File: src/core/adsc_cfg.svh
// Constants for the converter serial control port
`ifndef ADSC_CFG_SVH
`define ADSC_CFG_SVH
`define ADSC_CFG_W 12
`define ADSC_FRAME_LEN 16
`define ADSC_CAPTURE_LEN 12
`define ADSC_MUX_EDGE 14
`define ADSC_CNT_W 5
`define ADSC_BIT_WRITE 11
`define ADSC_BIT_SEQUENCE 10
`define ADSC_CH_HI 8
`define ADSC_CH_LO 6
`define ADSC_PM_HI 5
`define ADSC_PM_LO 4
`define ADSC_BIT_SHADOW 3
`define ADSC_BIT_RANGE 1
`define ADSC_BIT_CODING 0
`define ADSC_CFG_RESET 12'hff3
`define ADSC_PM_NORMAL 2'h3
`define ADSC_PM_FULL_SD 2'h2
`define ADSC_PM_AUTO_SD 2'h1
`define ADSC_PM_INVALID 2'h0
`endif

File: src/core/adsc_pkg.sv
// Types for the converter serial control port
package adsc_pkg;
  typedef enum logic [1:0] {
    ADSC_PM_INVALID_E = 2'h0,
    ADSC_PM_AUTO_E = 2'h1,
    ADSC_PM_FULL_E = 2'h2,
    ADSC_PM_NORMAL_E = 2'h3
  } adsc_pm_t;

  typedef struct packed {
    logic sequence_enable_bit;
    logic channel_mask_select;
    logic [2:0] channel_address;
    adsc_pm_t power_mode;
    logic range_single;
    logic coding_binary;
  } adsc_ctrl_t;

  typedef struct packed {
    logic [2:0] channel;
    logic [11:0] data;
  } adsc_result_t;
endpackage : adsc_pkg

File: src/core/adsc_port.sv
// Serial control and result port of an eight channel converter
`timescale 1ns/1ps
`default_nettype none
`include "adsc_cfg.svh"
module adsc_port #(
  parameter int DATA_W = 12
) (
  input wire logic ref_clk_i,
  input wire logic rst_n_i,
  input wire logic frame_sel_n_i,
  input wire logic serial_clk_i,
  input wire logic serial_config_in_i,
  input wire logic [DATA_W-1:0] conv_data_i,
  output logic serial_result_out_o,
  output logic serial_result_oe_o,
  output logic conv_start_o,
  output logic [2:0] mux_channel_o,
  output adsc_pkg::adsc_ctrl_t active_ctrl_o,
  output logic full_shutdown_o,
  output logic auto_shutdown_o,
  output logic invalid_power_o
);
  // Wider data would not fit the fixed sixteen bit frame
  if (DATA_W < 1 || DATA_W > `ADSC_CAPTURE_LEN) begin : g_bad_width
    $error("DATA_W out of range");
  end
  if ((1 << `ADSC_CNT_W) <= `ADSC_FRAME_LEN) begin : g_bad_cnt
    $error("edge counter too narrow");
  end

  // Two stage synchronisers; first stage read only by the second
  // Reset to the idle levels so no edge is seen right after reset
  logic [1:0] cs_sync_q;
  logic [1:0] sck_sync_q;
  logic [1:0] din_sync_q;
  logic cs_prev_q;
  logic sck_prev_q;
  always_ff @(posedge ref_clk_i or negedge rst_n_i) begin
    if (!rst_n_i) begin
      cs_sync_q <= 2'h3;
      cs_prev_q <= 1'b1;
    end else begin
      cs_sync_q <= {cs_sync_q[0], frame_sel_n_i};
      cs_prev_q <= cs_sync_q[1];
    end
  end

  always_ff @(posedge ref_clk_i or negedge rst_n_i) begin
    if (!rst_n_i) begin
      sck_sync_q <= 2'h3;
      sck_prev_q <= 1'b1;
    end else begin
      sck_sync_q <= {sck_sync_q[0], serial_clk_i};
      sck_prev_q <= sck_sync_q[1];
    end
  end

  always_ff @(posedge ref_clk_i or negedge rst_n_i) begin
    if (!rst_n_i) begin
      din_sync_q <= 2'h0;
    end else begin
      din_sync_q <= {din_sync_q[0], serial_config_in_i};
    end
  end

  wire logic cs_low = !cs_sync_q[1];
  wire logic cs_fall = cs_prev_q && !cs_sync_q[1];
  wire logic cs_rise = !cs_prev_q && cs_sync_q[1];
  wire logic sck_fall = cs_low && !cs_fall && sck_prev_q && !sck_sync_q[1];

  function automatic adsc_pkg::adsc_ctrl_t decode(input logic [`ADSC_CFG_W-1:0] w);
    adsc_pkg::adsc_ctrl_t c;
    c.sequence_enable_bit = w[`ADSC_BIT_SEQUENCE];
    c.channel_mask_select = w[`ADSC_BIT_SHADOW];
    c.channel_address = w[`ADSC_CH_HI:`ADSC_CH_LO];
    c.power_mode = adsc_pkg::adsc_pm_t'(w[`ADSC_PM_HI:`ADSC_PM_LO]);
    c.range_single = w[`ADSC_BIT_RANGE];
    c.coding_binary = w[`ADSC_BIT_CODING];
    return c;
  endfunction : decode

  // True when the count shows that the next fall is edge number n
  function automatic logic is_edge(input logic [`ADSC_CNT_W-1:0] cnt, input int unsigned n);
    return cnt == `ADSC_CNT_W'(n - 1);
  endfunction : is_edge

  // Power field compare, shared by the three mode flags
  function automatic logic pm_is(input logic [`ADSC_CFG_W-1:0] w, input logic [1:0] code);
    return w[`ADSC_PM_HI:`ADSC_PM_LO] == code;
  endfunction : pm_is

  // Falling edge count within a frame; saturates so extra edges do nothing
  logic [`ADSC_CNT_W-1:0] edge_cnt_q;
  always_ff @(posedge ref_clk_i or negedge rst_n_i) begin
    if (!rst_n_i) begin
      edge_cnt_q <= '0;
    end else if (cs_fall) begin
      edge_cnt_q <= '0;
    end else if (sck_fall && edge_cnt_q != `ADSC_CNT_W'(`ADSC_FRAME_LEN)) begin
      edge_cnt_q <= edge_cnt_q + `ADSC_CNT_W'(1);
    end
  end

  // Twelfth fall ends the word, fourteenth ends the conversion
  logic capture_on;
  logic word_done;
  logic conv_done;
  assign capture_on = sck_fall && edge_cnt_q < `ADSC_CNT_W'(`ADSC_CAPTURE_LEN);
  assign word_done = sck_fall && is_edge(edge_cnt_q, `ADSC_CAPTURE_LEN);
  assign conv_done = sck_fall && is_edge(edge_cnt_q, `ADSC_MUX_EDGE);

  // Shift register for the incoming word
  logic [`ADSC_CFG_W-1:0] shift_q;
  logic [`ADSC_CFG_W-1:0] word_in;
  assign word_in = {shift_q[`ADSC_CFG_W-2:0], din_sync_q[1]};
  always_ff @(posedge ref_clk_i or negedge rst_n_i) begin
    if (!rst_n_i) begin
      shift_q <= '0;
    end else if (capture_on) begin
      shift_q <= word_in;
    end
  end

  // Staged word; a cut frame drops it, so a later frame cannot replay it
  logic [`ADSC_CFG_W-1:0] pending_q;
  logic pending_vld_q;
  always_ff @(posedge ref_clk_i or negedge rst_n_i) begin
    if (!rst_n_i) begin
      pending_q <= `ADSC_CFG_RESET;
      pending_vld_q <= 1'b0;
    end else if (cs_fall || conv_done) begin
      pending_vld_q <= 1'b0;
    end else if (word_done && word_in[`ADSC_BIT_WRITE]) begin
      pending_q <= word_in;
      pending_vld_q <= 1'b1;
    end
  end

  // Write-only stored word with no read path; loaded as the conversion ends
  logic [`ADSC_CFG_W-1:0] cfg_q;
  always_ff @(posedge ref_clk_i or negedge rst_n_i) begin
    if (!rst_n_i) begin
      cfg_q <= `ADSC_CFG_RESET;
    end else if (conv_done && pending_vld_q) begin
      cfg_q <= pending_q;
    end
  end

  // Mux channel for the next conversion
  logic [2:0] mux_q;
  always_ff @(posedge ref_clk_i or negedge rst_n_i) begin
    if (!rst_n_i) begin
      mux_q <= '0;
    end else if (conv_done) begin
      mux_q <= pending_vld_q ? pending_q[`ADSC_CH_HI:`ADSC_CH_LO]
                             : cfg_q[`ADSC_CH_HI:`ADSC_CH_LO];
    end
  end

  // Narrow data is left aligned; the trailing bits are the zero pad
  logic [`ADSC_CAPTURE_LEN-1:0] data_pad;
  assign data_pad = `ADSC_CAPTURE_LEN'(conv_data_i) << (`ADSC_CAPTURE_LEN - DATA_W);

  // Result frame captured at select fall; tag is mux_q, the channel of the conversion this select fall starts
  logic [`ADSC_FRAME_LEN-1:0] out_q;
  always_ff @(posedge ref_clk_i or negedge rst_n_i) begin
    if (!rst_n_i) begin
      out_q <= '0;
    end else if (cs_fall) begin
      out_q <= {1'b0, mux_q, data_pad};
    end else if (sck_fall) begin
      out_q <= {out_q[`ADSC_FRAME_LEN-2:0], 1'b0};
    end
  end

  // Enable follows the synchronised select, so it drops three clocks late
  logic oe_q;
  always_ff @(posedge ref_clk_i or negedge rst_n_i) begin
    if (!rst_n_i) begin
      oe_q <= 1'b0;
    end else if (cs_fall) begin
      oe_q <= 1'b1;
    end else if (cs_rise) begin
      oe_q <= 1'b0;
    end
  end

  logic start_q;
  always_ff @(posedge ref_clk_i or negedge rst_n_i) begin
    if (!rst_n_i) begin
      start_q <= 1'b0;
    end else begin
      start_q <= cs_fall;
    end
  end

  assign serial_result_out_o = out_q[`ADSC_FRAME_LEN-1] & oe_q;
  assign serial_result_oe_o = oe_q;
  assign conv_start_o = start_q;
  assign mux_channel_o = mux_q;
  assign active_ctrl_o = decode(cfg_q);
  assign full_shutdown_o = pm_is(cfg_q, `ADSC_PM_FULL_SD);
  assign auto_shutdown_o = pm_is(cfg_q, `ADSC_PM_AUTO_SD);
  assign invalid_power_o = pm_is(cfg_q, `ADSC_PM_INVALID);
endmodule : adsc_port
`default_nettype wire

File: config.mk
export PLATFORM = sky130hd
export DESIGN_NAME = adsc_port
export DESIGN_NICKNAME = d
export VERILOG_FILES = /design/src/core/adsc_pkg.sv /design/src/core/adsc_port.sv
export VERILOG_INCLUDE_DIRS = /design/src /design/src/core
export SDC_FILE = /design/constraint.sdc
export NUM_CORES = 1
export LEC_CHECK = 0
export BUFFER_PORTS_ARGS = -buffer_cell sky130_fd_sc_hd__buf_2
export CAP_MARGIN = 15
export CORE_MARGIN = 2
export CORE_UTILIZATION = 25
export DETAILED_ROUTE_END_ITERATION = 10
export HOLD_SLACK_MARGIN = 0.03
export PLACE_DENSITY_LB_ADDON = 0.25
export SYNTH_ARGS = -nofsm -noshare
export SYNTH_HDL_FRONTEND = slang
export SYNTH_SLANG_ARGS = --single-unit
export TNS_END_PERCENT = 5
File: constraint.sdc
create_clock -name ref_clk_i -period 2.4 [get_ports ref_clk_i]
set_clock_uncertainty 0.1 [all_clocks]
set_input_delay 0 -clock ref_clk_i [delete_from_list [all_inputs] [get_ports ref_clk_i]]
set_output_delay 0 -clock ref_clk_i [all_outputs]
set_load 0.01 [all_outputs]
==> reports/metrics.csv <==
stage;metric;value;unit
sta;RSZ-0062 raised after global routing;no;
floorplanning;standard-cell rows;38;
sta;relative slew slack;75.7;%
clock_tree;clock latency on the worst-skew pair;340;ps
yosys;synthesized area per cell;13.5;um2
setup_path;Worst EP arrival;2140;ps
yosys;Yosys reg bits;64;
drt;First-pass DRT Iterations;4;
finish;area of the multi-input gates;0.00106;mm2
yosys;Netlist cell types;30;
finish;storage element area;0.00163;mm2
flow_run;MaxCap Viol Count;0;
global_route;initial antenna violation count;0;
power;P_leak;1.60;nW
power;switch share;23.5;%
placed_design;post-detail-place hpwl;3210;um
clock_tree;CTS Buf Count;9;
global_route;vias in the first global route;1699;
finish;area grow syn2layout;23.7;%
yosys;synthesized netlist cell count;206;
clock_tree;number of clock sinks;64;
power;P_sw;0.517;mW
sta;Final Cycle Share;84.3;%
global_route;gr ovfl total;0;
finish;Total Nets Final;282;
power;combinational cell fraction of total power;8.1;%
finish;n_diodes;0;
clock_tree;clock-pin slew on the worst setup and hold paths;70;ps
yosys;Synth area leader;dfrtp_1;
finish;commonest non-fill, non-tap cell in the layout;dfrtp_1;
finish;share of cells above drive strength 1;41.9;%
setup_path;Req. time, crit path;2520;ps
sta;Setup TNS;0;ps
floorplanning;boundary pin count;35;
clock_tree;CTS root buf;clkbuf_8;
sta;worst-margin pin slew;365;ps
power;Pwr Density;642;mW/mm2
sta;final worst path period need;2020;ps
floorplanning;chip width;109;um
floorplanning;core area;0.0108;mm2
power;maximum VDD drop;0.000285;V
min_path;Hold Path Class;in2async;
sta;Fmax;494;MHz
clock_tree;worst-case clock buffer depth;2;
yosys;Synth area leaders;dfrtp_1 (38%), dfstp_2 (21%), mux2_4 (8.7%), mux2i_1 (6.5%), mux2_2 (5.3%);
outcome;status;finished, final reports clean;
clock_tree;CTS tree;built;
power;Cell Int Power;1.69;mW
drt;Routed Antenna Nets;0;
drt;Initial DRC Count;38;
setup_path;Setup crit end kind;register;
clock_tree;htree depth;3;
floorplanning;Initial Util;25.6;%
drt;routed vias;1662;
yosys;YS warnings;0;
global_route;wire length of the first global-routing pass;8520;um
finish;fill count;1140;
yosys;Seq/Total Area, Yosys;58.8;%
global_route;pin count of the biggest net entering global routing;65;
global_route;GR Util All Layers;9.44;%
finish;commonest cells after routing, fill and taps aside;dfrtp_1 (42), buf_2 (34), dfstp_2 (22);
finish;post-layout util;31.6;%
drt;mean number of vias per cell;4.10;
setup_path;critical path startpoint category;register;
yosys;syn_nets;228;
power;Reg power frac;54.6;%
placed_design;port bufs;34;
drt;WL final;5030;um
sta;final hold violations;0;
placed_design;GP Congestion;0.662;
setup_path;crit path kind;reg2reg;
drt;Post-route DRC;0;
yosys;mapped cell area;0.00277;mm2
floorplanning;die footprint;0.0119;mm2
yosys;Synth top area share;37.9;%
drt;Wirelength per Cell;12.4;um
sta;Final Max Slew Viols;0;
power;clock power share;37.2;%
sta;final setup fails;0;
floorplanning;die height;109;um
setup_path;Max FO, Critical Path;11;
[per-stage QoR]
step           power (mW)  area [um2]  instances  setup slack [ps]  hold WS, ps
2_1_floorplan        1.32        2770        206               577         -396
3_3_place_gp         1.38        3090        373               386        -58.9
3_5_place_dp         1.39        3090        373               363        -56.7
4_1_cts              2.24        3430        405               360          104
5_1_grt              2.33        3430        405               286          125
6_report             2.20        3430        405               377          110
[routing by layer]
metal  GRT usage (%)  up-vias  share of wire [%]
met5               0        -                  0
met4            3.80        0                2.1
met3            3.91       10                4.4
met2            14.0       21                 45
met1            12.2      804                 48
li1                -      827                  -
[what timing repair did]
item | 4_1_cts | 5_1_grt
endpoints found under the hold margin | 79 | 0
setup buffers | 0 | 0
hold buffers | 16 | 0
resized for setup | 0 | 0
endpoints found under the setup margin | 0 | 0
[power groups by stage]
stage	combinational, mW	clock [mW]	sequential (mW)
floorplan	0.107	0	1.21
global placement	0.161	0	1.22
detailed placement	0.164	0	1.22
CTS	0.184	0.851	1.20
global route	0.204	0.908	1.22
finish	0.179	0.820	1.20
[logic make-up (layout without fill, tap and decap cells)]
logic type	Yosys count	after routing	synth area share [%]
AOI/OAI and AO/OA	32	32	5.78
muxes	48	48	20.9
adders and majority gates	5	5	2.26
buffers and inverters	16	75	3.02
and+or+nand+nor	41	41	9.30
DFF	64	64	58.8
[critical path, stage by stage (launching register included)]
cell and delay, ps:
dfstp_2 530, inv_1 50, ha_1 210, and4bb_1 320
nand2_2 340, mux2_2 380
[layout make-up]
cell class | count | area share, %
clock inverter | 4 | 0.584
clock buffer | 12 | 4.52
tap | 140 | 5.11
inverter | 5 | 0.547
sequential | 64 | 47.5
multi-input combinational | 126 | 30.9
timing repair buffer | 54 | 10.9
[path summary, 6_finish.rpt]
kind | to | slack [ps] | cells after the start | startpoint
max in group asynchronous | pending_q[8] | 1760 | 3 | rst_n_i
worst min register to register | din_sync_q[1] | 250 | 0 | din_sync_q[0]
worst min-delay path | out_q[7] | 110 | 3 | rst_n_i
worst max-delay path | shift_q[10] | 380 | 5 | cs_sync_q[1]
worst max register to register | shift_q[10] | 380 | 5 | cs_sync_q[1]
min in group ref_clk_i | din_sync_q[0] | 200 | 2 | serial_config_in_i
[synth_stat cells (all sizes together)]
cell type,count
a21oi,12
and3b,1
clkbuf,6
nand3,6
and4bb,3
ha,5
or4bb,1
nor2b,2
o21ai,20
nand2b,1
and3,1
dfrtp,42
mux2i,18
or4,1
nor2,2
buf,5
dfstp,22
nand2,18
mux2,30
nand3b,1
or3,2
inv,5
and2,2
[flip-flops by register name, summed over array words and instances, names as in the netlist]
name	count
sck_prev_q	1
shift_q	11
sck_sync_q	2
serial_result_oe_o	1
edge_cnt_q	5
cs_sync_q	2
pending_vld_q	1
din_sync_q	2
mux_channel_o	3
cs_prev_q	1
out_q	16
conv_start_o	1
cfg_q	9
pending_q	9
No activity file was read; power rests on OpenSTA's default activity.
